**config.mk**
```make
export PLATFORM = sky130hd
export DESIGN_NAME = prpd_top
export DESIGN_NICKNAME = d
export VERILOG_FILES = /design/src/rtl/prpd_pkg.sv /design/src/rtl/prpd_ptr_decode.sv /design/src/rtl/prpd_sync.sv /design/src/rtl/prpd_top.sv
export SDC_FILE = /design/constraint.sdc
export NUM_CORES = 1
export LEC_CHECK = 0
export BUFFER_PORTS_ARGS = -buffer_cell sky130_fd_sc_hd__buf_2
export CORE_MARGIN = 1.5
export CORE_UTILIZATION = 30
export DETAILED_ROUTE_END_ITERATION = 8
export PLACE_DENSITY = 0.7
export SLEW_MARGIN = 5
export SYNTH_ARGS = -nofsm -noshare
export SYNTH_HDL_FRONTEND = slang
export SYNTH_SLANG_ARGS = --single-unit
```
**constraint.sdc**
```tcl
create_clock -name clk_sys -period 5.8 [get_ports clk_sys]
set_input_delay 0.58 -clock clk_sys [delete_from_list [all_inputs] [get_ports clk_sys]]
set_output_delay 0.58 -clock clk_sys [all_outputs]
set_load 0.05 [all_outputs]
```
**src/rtl/prpd_pkg.sv**
```systemverilog
// Constants and types for the register/port pointer decode block.
// Assumes a single 25 MHz clock with a synchronous active-high reset.
// Overview of operation
// RULE1: Select 0000 reads common status register
// RULE2: Select 0001 writes common control register
// RULE3: Select 0010 writes port control register one
// RULE4: Select 0011 writes port control register two
// RULE5: Select 0100 reads port status register one
// RULE6: Select 0101 reads port status register two
// RULE7: Selects 0110/0111 read resistance low/high byte
// RULE8: Selects 1000/1001 read voltage low/high byte
// RULE9: Selects 1010/1011 read current low/high byte
// RULE10: Selects 1100/1101 read temperature low/high byte
// RULE11: Select 1111 writes common test register
// RULE12: Pointer bits 1:0 pick port one to four
// RULE13: Common writes hit all ports, others one
// RULE14: Latch pointer after eighth bit, then acknowledge
// RULE15: Bits 7 and 2 ignored; pointer resets zero
// RULE16: Select 1110 reads zero, ignores writes
package prpd_pkg;

   // ==========================================
   // Pointer fields
   localparam int SEL_MSB = 6;
   localparam int SEL_LSB = 3;
   localparam int PORT_MSB = 1;
   localparam int PORT_LSB = 0;
   localparam logic [7:0] PTR_RESET = 8'h00;
   localparam logic [7:0] PTR_USED_MASK = 8'h7b;

   // ==========================================
   // Register select codes
   localparam logic [3:0] SEL_COMMON_STAT = 4'h0;
   localparam logic [3:0] SEL_COMMON_CTRL = 4'h1;
   localparam logic [3:0] SEL_PORT_CTRL1 = 4'h2;
   localparam logic [3:0] SEL_PORT_CTRL2 = 4'h3;
   localparam logic [3:0] SEL_PORT_STAT1 = 4'h4;
   localparam logic [3:0] SEL_PORT_STAT2 = 4'h5;
   localparam logic [3:0] SEL_RES_LO = 4'h6;
   localparam logic [3:0] SEL_RES_HI = 4'h7;
   localparam logic [3:0] SEL_VOLT_LO = 4'h8;
   localparam logic [3:0] SEL_VOLT_HI = 4'h9;
   localparam logic [3:0] SEL_CURR_LO = 4'ha;
   localparam logic [3:0] SEL_CURR_HI = 4'hb;
   localparam logic [3:0] SEL_TEMP_LO = 4'hc;
   localparam logic [3:0] SEL_TEMP_HI = 4'hd;
   localparam logic [3:0] SEL_RESERVED = 4'he;
   localparam logic [3:0] SEL_TEST = 4'hf;

   // ==========================================
   // Port masks and serial framing
   localparam logic [3:0] MASK_ALL = 4'hf;
   localparam logic [3:0] MASK_ONE = 4'h1;
   localparam int DEV_ADDR_MSB = 5;
   localparam int DEV_ADDR_LSB = 1;
   localparam int RW_BIT = 0;
   localparam logic [3:0] BITS_FULL = 4'h8;
   localparam logic [3:0] TX_LAST = 4'h7;
   localparam logic SDA_DRIVE_LEVEL = 1'b0;

   // ==========================================
   // Types
   typedef struct packed {
      logic [7:0] status1;
      logic [7:0] status2;
      logic [15:0] res;
      logic [15:0] volt;
      logic [15:0] curr;
   } prpd_port_rd_type;

   typedef struct packed {
      logic common_ctrl;
      logic port_ctrl1;
      logic port_ctrl2;
      logic test;
   } prpd_wsel_type;

   typedef struct packed {
      prpd_wsel_type sel;
      logic [3:0] port_mask;
      logic [7:0] data;
   } prpd_wr_type;

   typedef enum logic [3:0] {
      ST_IDLE,
      ST_ADDR,
      ST_ADDR_ACK,
      ST_PTR,
      ST_PTR_ACK,
      ST_WDATA,
      ST_WDATA_ACK,
      ST_RDATA,
      ST_RDATA_ACK
   } prpd_state_type;

endpackage

```
**src/rtl/prpd_ptr_decode.sv**
```systemverilog
// Pointer decode: write target, port mask and read byte selection.
// Assumes all read sources are stable on the system clock.
module prpd_ptr_decode (
   // Pointer
   input wire logic [7:0] ptr,
   // Read sources
   input wire logic [3:0] port_fault,
   input wire logic [1:0] chip_rev,
   input wire logic [1:0] chip_id,
   input wire prpd_pkg::prpd_port_rd_type [3:0] port_rd,
   input wire logic [15:0] temp_result,
   // Decoded
   output prpd_pkg::prpd_wsel_type wsel,
   output logic [3:0] port_mask,
   output logic [7:0] rd_byte
);

   logic [3:0] sel;
   logic [1:0] port;
   prpd_pkg::prpd_port_rd_type pr;

   always_comb begin
      sel = ptr[prpd_pkg::SEL_MSB:prpd_pkg::SEL_LSB];
      port = ptr[prpd_pkg::PORT_MSB:prpd_pkg::PORT_LSB];
      pr = port_rd[port]; // RULE12
      wsel = '0;
      port_mask = '0;
      rd_byte = '0;
      case (sel)
         prpd_pkg::SEL_COMMON_STAT: rd_byte = {port_fault, chip_rev, chip_id}; // RULE1
         prpd_pkg::SEL_COMMON_CTRL: begin
            wsel.common_ctrl = 1'b1; // RULE2
            port_mask = prpd_pkg::MASK_ALL; // RULE13
         end
         prpd_pkg::SEL_PORT_CTRL1: begin
            wsel.port_ctrl1 = 1'b1; // RULE3
            port_mask = prpd_pkg::MASK_ONE << port; // RULE13
         end
         prpd_pkg::SEL_PORT_CTRL2: begin
            wsel.port_ctrl2 = 1'b1; // RULE4
            port_mask = prpd_pkg::MASK_ONE << port;
         end
         prpd_pkg::SEL_PORT_STAT1: rd_byte = pr.status1; // RULE5
         prpd_pkg::SEL_PORT_STAT2: rd_byte = pr.status2; // RULE6
         prpd_pkg::SEL_RES_LO: rd_byte = pr.res[7:0]; // RULE7
         prpd_pkg::SEL_RES_HI: rd_byte = pr.res[15:8]; // RULE7
         prpd_pkg::SEL_VOLT_LO: rd_byte = pr.volt[7:0]; // RULE8
         prpd_pkg::SEL_VOLT_HI: rd_byte = pr.volt[15:8]; // RULE8
         prpd_pkg::SEL_CURR_LO: rd_byte = pr.curr[7:0]; // RULE9
         prpd_pkg::SEL_CURR_HI: rd_byte = pr.curr[15:8]; // RULE9
         prpd_pkg::SEL_TEMP_LO: rd_byte = temp_result[7:0]; // RULE10
         prpd_pkg::SEL_TEMP_HI: rd_byte = temp_result[15:8]; // RULE10
         prpd_pkg::SEL_TEST: begin
            wsel.test = 1'b1; // RULE11
            port_mask = prpd_pkg::MASK_ALL;
         end
         // Reserved select and write-only reads return zero
         default: rd_byte = '0; // RULE16
      endcase
   end

endmodule

```
**src/rtl/prpd_sync.sv**
```systemverilog
// Two-flop synchroniser for a bundle of independent pin levels.
// Assumes each bit is a slow level; no bus coherency across bits.
module prpd_sync #(
   parameter int WIDTH = 1
) (
   // Clock and reset
   input wire logic clk_sys,
   input wire logic rst,
   // Levels
   input wire logic [WIDTH-1:0] d,
   output logic [WIDTH-1:0] q
);

   logic [WIDTH-1:0] meta_q;

   for (genvar i = 0; i < WIDTH; i++) begin : g_bit
      always_ff @(posedge clk_sys) begin
         if (rst) begin
            meta_q[i] <= 1'b0;
            q[i] <= 1'b0;
         end else begin
            meta_q[i] <= d[i];
            q[i] <= meta_q[i];
         end
      end
   end

endmodule

```
**src/rtl/prpd_top.sv**
```systemverilog
// Serial target front end holding the register/port pointer.
// Assumes scl, sda_in and address straps are asynchronous pins;
// fault and result inputs come from logic on clk_sys.
module prpd_top #(
   // Arbitrary value, identity of the part
   parameter logic [1:0] CHIP_ID = 2'h1,
   // Arbitrary value, silicon revision
   parameter logic [1:0] CHIP_REV = 2'h0
) (
   // Clock and reset
   input wire logic clk_sys,
   input wire logic rst,
   // Serial pins
   input wire logic scl,
   input wire logic sda_in,
   output logic sda_out,
   output logic sda_oe_n,
   // Device address straps
   input wire logic [4:0] addr_pins,
   // Read sources
   input wire logic [3:0] port_fault,
   input wire prpd_pkg::prpd_port_rd_type [3:0] port_rd,
   input wire logic [15:0] temp_result,
   // Write strobe and pointer state
   output prpd_pkg::prpd_wr_type wr_out,
   output logic [7:0] pointer_out
);

   // ==========================================
   // Pin synchronisation
   logic [6:0] pins_s;
   logic scl_s;
   logic sda_s;
   logic [4:0] addr_s;

   prpd_sync #(
      .WIDTH(7)
   ) u_sync (
      .clk_sys(clk_sys),
      .rst(rst),
      .d({addr_pins, sda_in, scl}),
      .q(pins_s)
   );

   assign scl_s = pins_s[0];
   assign sda_s = pins_s[1];
   assign addr_s = pins_s[6:2];

   // ==========================================
   // Edge and framing detection
   logic scl_p_q;
   logic sda_p_q;
   logic scl_rise;
   logic scl_fall;
   logic start_det;
   logic stop_det;

   always_ff @(posedge clk_sys) begin
      if (rst) begin
         scl_p_q <= 1'b0;
         sda_p_q <= 1'b0;
      end else begin
         scl_p_q <= scl_s;
         sda_p_q <= sda_s;
      end
   end

   assign scl_rise = scl_s & ~scl_p_q;
   assign scl_fall = ~scl_s & scl_p_q;
   // Data edges only count while clock is steadily high
   assign start_det = scl_s & scl_p_q & sda_p_q & ~sda_s;
   assign stop_det = scl_s & scl_p_q & ~sda_p_q & sda_s;

   // ==========================================
   // Pointer decode
   prpd_pkg::prpd_state_type state_q, state_d;
   logic [3:0] cnt_q, cnt_d;
   logic [7:0] shift_q, shift_d;
   logic rw_q, rw_d;
   logic [7:0] ptr_q, ptr_d;
   logic oe_q, oe_d;
   logic sda_out_q;
   prpd_pkg::prpd_wr_type wr_q, wr_d;
   prpd_pkg::prpd_wsel_type wsel;
   logic [3:0] port_mask;
   logic [7:0] rd_byte;
   logic rx_state;
   logic byte_done;
   logic wr_fire;
   logic [3:0] sel_w;
   logic [1:0] port_w;

   prpd_ptr_decode u_decode (
      .ptr(ptr_q),
      .port_fault(port_fault),
      .chip_rev(CHIP_REV),
      .chip_id(CHIP_ID),
      .port_rd(port_rd),
      .temp_result(temp_result),
      .wsel(wsel),
      .port_mask(port_mask),
      .rd_byte(rd_byte)
   );

   assign sel_w = ptr_q[prpd_pkg::SEL_MSB:prpd_pkg::SEL_LSB];
   assign port_w = ptr_q[prpd_pkg::PORT_MSB:prpd_pkg::PORT_LSB];
   assign rx_state = (state_q == prpd_pkg::ST_ADDR) || (state_q == prpd_pkg::ST_PTR)
                     || (state_q == prpd_pkg::ST_WDATA);
   assign byte_done = (cnt_q == prpd_pkg::BITS_FULL);
   assign wr_fire = scl_fall && (state_q == prpd_pkg::ST_WDATA) && byte_done;

   // ==========================================
   // Serial target sequencer
   always_comb begin
      state_d = state_q;
      cnt_d = cnt_q;
      shift_d = shift_q;
      rw_d = rw_q;
      ptr_d = ptr_q;
      oe_d = oe_q;
      wr_d = '0;
      if (start_det) begin
         // Repeated start is legal from any state
         state_d = prpd_pkg::ST_ADDR;
         cnt_d = '0;
         oe_d = 1'b1;
      end else if (stop_det) begin
         state_d = prpd_pkg::ST_IDLE;
         oe_d = 1'b1;
      end else if (scl_rise && rx_state) begin
         shift_d = {shift_q[6:0], sda_s};
         cnt_d = cnt_q + 4'h1;
      end else if (scl_fall) begin
         case (state_q)
            prpd_pkg::ST_ADDR: begin
               if (byte_done) begin
                  // Top two address bits are not compared
                  if (shift_q[prpd_pkg::DEV_ADDR_MSB:prpd_pkg::DEV_ADDR_LSB] == addr_s) begin
                     state_d = prpd_pkg::ST_ADDR_ACK;
                     rw_d = shift_q[prpd_pkg::RW_BIT];
                     oe_d = 1'b0;
                  end else begin
                     state_d = prpd_pkg::ST_IDLE;
                  end
               end
            end
            prpd_pkg::ST_PTR: begin
               if (byte_done) begin
                  ptr_d = shift_q & prpd_pkg::PTR_USED_MASK; // RULE14 RULE15
                  state_d = prpd_pkg::ST_PTR_ACK;
                  oe_d = 1'b0; // RULE14
               end
            end
            prpd_pkg::ST_WDATA: begin
               if (byte_done) begin
                  // Reserved and read-only selects raise no strobe at all
                  if (wsel != '0) begin // RULE16
                     wr_d = {wsel, port_mask, shift_q}; // RULE13
                  end
                  state_d = prpd_pkg::ST_WDATA_ACK;
                  oe_d = 1'b0;
               end
            end
            prpd_pkg::ST_ADDR_ACK: begin
               cnt_d = '0;
               if (rw_q) begin
                  state_d = prpd_pkg::ST_RDATA;
                  shift_d = rd_byte;
                  oe_d = rd_byte[7];
               end else begin
                  state_d = prpd_pkg::ST_PTR;
                  oe_d = 1'b1;
               end
            end
            prpd_pkg::ST_PTR_ACK: begin
               state_d = prpd_pkg::ST_WDATA;
               cnt_d = '0;
               oe_d = 1'b1;
            end
            prpd_pkg::ST_RDATA: begin
               if (cnt_q == prpd_pkg::TX_LAST) begin
                  state_d = prpd_pkg::ST_RDATA_ACK;
                  oe_d = 1'b1;
               end else begin
                  shift_d = {shift_q[6:0], 1'b0};
                  oe_d = shift_q[6];
                  cnt_d = cnt_q + 4'h1;
               end
            end
            prpd_pkg::ST_WDATA_ACK, prpd_pkg::ST_RDATA_ACK: begin
               // One byte per frame; extra bytes wait for a new start
               state_d = prpd_pkg::ST_IDLE;
               oe_d = 1'b1;
            end
            default: state_d = prpd_pkg::ST_IDLE;
         endcase
      end
   end

   always_ff @(posedge clk_sys) begin
      if (rst) begin
         state_q <= prpd_pkg::ST_IDLE;
         cnt_q <= '0;
         shift_q <= '0;
         rw_q <= 1'b0;
         ptr_q <= prpd_pkg::PTR_RESET; // RULE15
         oe_q <= 1'b1;
         sda_out_q <= prpd_pkg::SDA_DRIVE_LEVEL;
         wr_q <= '0;
      end else begin
         state_q <= state_d;
         cnt_q <= cnt_d;
         shift_q <= shift_d;
         rw_q <= rw_d;
         ptr_q <= ptr_d;
         oe_q <= oe_d;
         sda_out_q <= prpd_pkg::SDA_DRIVE_LEVEL;
         wr_q <= wr_d;
      end
   end

   assign sda_out = sda_out_q;
   assign sda_oe_n = oe_q;
   assign wr_out = wr_q;
   assign pointer_out = ptr_q;
endmodule

```
# After elaboration in Yosys (flattened, before gate mapping)
# Index checks and enable logic that the tools add are counted.
dict set report op_classes {
  n_lt_le_gt_ge 1
  shifts 1
  muxes 34
  n_reduce_logical 25
  n_eq_ne 38
  n_bitwise 18
  add_sub_neg 1
}
# operator count
set ops {}
lappend ops {{binary-select mux 64 bit (select 2 bit)} 1}
lappend ops {{one-hot mux 8 bit (11 select lines)} 1}
lappend ops {{two-way mux 64 bit} 1}
lappend ops {{== test 4 x 3 -> 1 bit, second input constant} 9}
lappend ops {{== test 4 bit, second input constant} 9}
lappend ops {{two-way mux 8 bit} 4}
lappend ops {{AND reduction 6 bit} 5}
lappend ops {{two-way mux 4 bit} 7}
lappend ops {{one-hot mux 4 bit (6 select lines)} 1}
lappend ops {{== test 4 x 2 -> 1 bit, second input constant} 4}
lappend ops {{inequality test 4 bit, second input constant} 4}
lappend ops {{one-hot mux 4 bit (2 select lines)} 2}
lappend ops {{one-hot mux 8 bit (2 select lines)} 1}
lappend ops {{two-way mux 1 bit} 13}
lappend ops {{inverter 1 bit} 11}
lappend ops {{OR reduction 2 bit} 5}
lappend ops {{inequality test 3 bit, second input constant} 3}
lappend ops {{nonzero test 3 bit} 3}
lappend ops {{== test 4 x 1 -> 1 bit, second input constant} 2}
lappend ops {{inequality test 2 bit, second input constant} 4}
lappend ops {{OR reduction 8 bit} 1}
lappend ops {{bitwise AND 1 bit} 7}
lappend ops {{AND reduction 7 bit} 1}
lappend ops {{OR reduction 3 bit} 2}
lappend ops {{other kinds (15)} 17}
dict set report word_totals {
  register_bits 56
  elab_cells 147
  out_inout_bits 26
}

# Longest topological paths before layout
dict set report logic_depth {
  ltp_word 8
  ltp_mapped 10
  depth_no_buf 7
}

# By module
# From an unflattened synthesis, not the netlist that was laid out.
dict set report hier_totals {
  cells_unflattened 473
  hier_area_um2 4782.1
}
# module area_each_um2 cells_per_inst instances seq_area_each_um2
set by_module_without_submodules {}
lappend by_module_without_submodules {prpd_ptr_decode 2394.8 223 1 0.0}
lappend by_module_without_submodules {prpd_top 1979.4 221 1 840.8}
lappend by_module_without_submodules {prpd_sync 407.9 29 1 280.3}

# Least setup slack after synthesis
# Ideal clock, no wire load.
dict set report synth_timing {
  path_kind {register to register}
  start {register ptr_q[0], in the netlist pointer_out[0]}
  end {register shift_q[4]}
  synth_period_minus_slack_ns 2.369
  path_stages_with_launch 8
  setup_time_ns 0.134
  arrival_ns 2.235
  slack_ns 3.431
  required_time_ns 5.666
  cell_sequence {dfxtp_1 > buf_6 > clkbuf_4 > mux4_2 > a22oi_2 > o22ai_1 > a2111oi_2 > a211oi_1}
}
dict set report synth_via {
  elab_chain_len 7
}
# element line
set synth_rtl {}
lappend synth_rtl {{from (decl)} prpd_top.sv:80} ;# logic [7:0] ptr_q, ptr_d;
lappend synth_rtl {{from (signal assigned)} prpd_top.sv:206} ;# ptr_q <= prpd_pkg::PTR_RESET;
lappend synth_rtl {{from (signal assigned)} prpd_top.sv:215} ;# ptr_q <= ptr_d;
lappend synth_rtl {{binary-select mux 64 bit (select 2 bit)} prpd_ptr_decode.sv:25} ;# pr = port_rd[port];
lappend synth_rtl {{two-way mux 64 bit (implied by the code)} prpd_ptr_decode.sv:25}
lappend synth_rtl {{one-hot mux 8 bit (11 select lines)} prpd_ptr_decode.sv:29} ;# case (sel)
lappend synth_rtl {{two-way mux 8 bit} prpd_top.sv:166} ;# if (rw_q) begin
lappend synth_rtl {{one-hot mux 8 bit (2 select lines)} prpd_top.sv:134} ;# case (state_q)
lappend synth_rtl {{two-way mux 8 bit} prpd_top.sv:133} ;# end else if (scl_fall) begin
lappend synth_rtl {{two-way mux 8 bit} prpd_top.sv:130} ;# end else if (scl_rise && rx_state) begin
lappend synth_rtl {{to (signal assigned)} prpd_top.sv:213} ;# shift_q <= shift_d;
lappend synth_rtl {{to (decl)} prpd_top.sv:78} ;# logic [7:0] shift_q, shift_d;
# No other way between the ends. The select of a mux whose other input is x is not followed.
# A chain may end at the register's enable or synchronous reset.

# Final worst setup path
dict set report layout_timing {
  start {register ptr_q[0], in the netlist pointer_out[0]}
  end {register oe_q, in the netlist sda_oe_n}
}
dict set report layout_via {
  elab_chain_len 5
}
# element line
set layout_rtl {}
lappend layout_rtl {{binary-select mux 64 bit (select 2 bit)} prpd_ptr_decode.sv:25}
lappend layout_rtl {{two-way mux 64 bit (implied by the code)} prpd_ptr_decode.sv:25}
lappend layout_rtl {{one-hot mux 8 bit (11 select lines)} prpd_ptr_decode.sv:29}
lappend layout_rtl {{two-way mux 1 bit} prpd_top.sv:166}
lappend layout_rtl {{one-hot mux 1 bit (5 select lines)} prpd_top.sv:134}
lappend layout_rtl {{to (signal assigned)} prpd_top.sv:207} ;# oe_q <= 1'b1;
lappend layout_rtl {{to (signal assigned)} prpd_top.sv:216} ;# oe_q <= oe_d;
lappend layout_rtl {{to (decl)} prpd_top.sv:81} ;# logic oe_q, oe_d;
# No other way between the ends. The select of a mux whose other input is x is not followed.

==> reports/metrics.csv <==
stage;metric;value;unit
synth;avgSynthCellArea;10.2;µm²
floorplan;io_pins;311;
synth;synth_warnings;0;
routing;dr.pass1.iters;4;
synth;yosysMostFrequentCell;dfxtp_1;
power;internal_power;666;µW
power;p_seq_share;45.1;%
hold_path;hp-class;reg -> reg;
cts;clock_path_buffers;2;
synth;async_flop_share;0;%
routing;vias;5362;
routing;via_per_inst;5.47;
floorplan;die_x;131;µm
synth;yosys.area.top_type;dfxtp_1;
timing;timing.fmax;351;MHz
floorplan;start_util;30.9;%
synth;ys_seq_elements;56;
cts;clkSinkCount;56;
synth;yosys-top-cells-count;dfxtp_1, mux4_2, nand2_1;
floorplan;core.rowCount;46;
power;clkPwrFrac;34.0;%
global_routing;first_global_vias;5263;
synth;synth-edff-count;0;
global_routing;gr-total-overflow;0;
timing;maxSlewViolCount;0;
place;routabilityCongestion;0.957;
timing;rsz0062_at_grt;no;
global_routing;grt_max_degree;46;
critical_path;critPathMaxFanout;36;
cts;cts_tree;built;
timing;finalSetupTns;0;ps
cts;worstSkewPairLatency;290;ps
synth;synth-main-ff-cell;dfxtp_1;
cts;cts_max_level;2;
power;power.share.switching;25.1;%
run_status;outcome;complete, no violations;
cts;post_cts_buffers;0;
floorplan;die_y;131;µm
cts;path_clk_slew;70;ps
critical_path;end_kind;flip-flop;
timing;min_period_over_period;49.1;%
timing;clock_skew;4.73;ps
cts;clockRootBuffer;clkbuf_16;
critical_path;worst_setup_path_start_kind;flip-flop;
synth;synth-seq-area-share;22.7;%
floorplan;die_area;17200;µm²
power;combPwrFrac;21.0;%
synth;syn_area;4940;µm²
synth;synthDistinctLibCells;76;
synth;synth_top_area_share;22.7;%
timing;finalHoldViolCount;0;
routing;drt-initial-drc-count;423;
global_routing;grtUsageTotal;22.8;%
routing;routedWlPerCell;20.8;µm
power;p_leak;0.00281;µW
final_layout;final_net_count;1044;
power;ir_drop;125;µV
critical_path;path_class;reg -> reg;
final_layout;final_util;41.7;%
routing;drtAntennaViolNets;0;
run;drv_cap;0;
power;powerDensity;133;nW/µm²
cts;cts_resized;0;
timing;max_slew_margin;40.9;%
global_routing;antenna_found_initial;8;
final_layout;final_layout_size_suffix_gt1_share;51.7;%
timing;min_period;2850;ps
cts;cts_buffers;5;
global_routing;grt_pass1_wl;30200;µm
synth;synth_area_leaders;dfxtp_1, mux4_2, mux4_1;
routing;drc_errors;0;
cts;cts_hold_buf;0;
timing;setup_viol;0;
floorplan;core;16000;µm²
place;numPortBuffers;307;
critical_path;worstPathRequired;5950;ps
power;p_sw;223;µW
timing;tightest_slew;887;ps
synth;netlist_instances;482;
critical_path;crit_arrival;2990;ps
final_layout;area_growth_syn_to_layout;35.1;%
place;place.detailed.hpwl;16500;µm
routing;wl;20400;µm
==> flip-flops by register name (all words and copies together) (netlist names) <==
register       count
sda_p_q            1
scl_p_q            1
sda_oe_n           1
wr_out            16
cnt_q              4
state_q            4
u_sync.meta_q      7
pointer_out        6
u_sync.q           7
shift_q            8
rw_q               1
==> power groups by stage <==
stage | registers (µW) | clock network (µW) | logic (µW)
floorplan | 405 | 0 | 78.9
global placement | 410 | 0 | 184
detailed placement | 410 | 0 | 185
CTS | 400 | 309 | 186
global route | 402 | 325 | 201
finish | 401 | 302 | 186
==> worst max-delay path, cell delays in order, from the launching register on <==
cell       delay (ps)
dfxtp_4           730
buf_4             570
mux4_2            560
nand3_1           110
a21oi_1           120
nor4b_2           430
o2111ai_1         160
==> metal layers <==
metal	track usage [%]	routed length (µm)	vias to the layer above
met2	37.2	9230	351
met3	7.68	2440	36
met5	0	45	-
met1	28.8	8280	2502
li1	-	-	2467
met4	5.80	388	6
==> final timing paths <==
check	start	end	slack [ps]	cells past startpoint
setup / recovery	pointer_out[0]	sda_oe_n	2950	6
hold / removal	u_sync.meta_q[0]	u_sync.q[0]	440	1
setup reg to reg	pointer_out[0]	sda_oe_n	2950	6
hold reg to reg	u_sync.meta_q[0]	u_sync.q[0]	440	1
==> per-stage QoR <==
step	cell area [µm²]	setup slack (ps)	hold slack [ps]	std cells	total power (µW)
2_1_floorplan	4940	3430	414	484	484
3_3_place_gp	6510	3030	419	966	594
3_5_place_dp	6510	2940	425	966	594
4_1_cts	6660	2940	443	974	895
5_1_grt	6660	2770	457	975	928
6_report	6670	2950	437	980	889
==> layout make-up <==
cell class | count | area, µm²
Clock inverter | 2 | 15.0
Fill cell | 1610 | 9330
Multi-Input combinational cell | 377 | 3520
Inverter | 5 | 18.8
Antenna cell | 6 | 15.0
Clock buffer | 6 | 129
Sequential cell | 56 | 1130
Tap cell | 216 | 270
Timing Repair Buffer | 312 | 1570
==> cells in the final DEF, fill, tap and decap left out, types with 12 or more instances in the layout <==
master,netlist,final
a21oi_1,17,17
and2_1,13,13
buf_2,14,307
dfxtp_1,56,52
mux2i_1,17,17
mux4_1,12,12
mux4_2,47,47
nand2_1,29,29
nand3_1,15,15
nor2_1,28,28
nor2b_1,28,28
o21ai_0,13,13
==> cell families (layout without fill, tap and decap cells) <==
kind of cell,Yosys count,after routing,share of synthesized area (%)
simple gates,168,168,19.2
compound gates,114,114,17.2
mux,84,84,33.1
flops,56,56,22.7
buf+inv,51,325,6.18
xor+xnor,6,6,1.06
fa+ha+maj,2,2,0.507
other cells,1,9,0.0760
No activity file was read; power rests on OpenSTA's default activity.
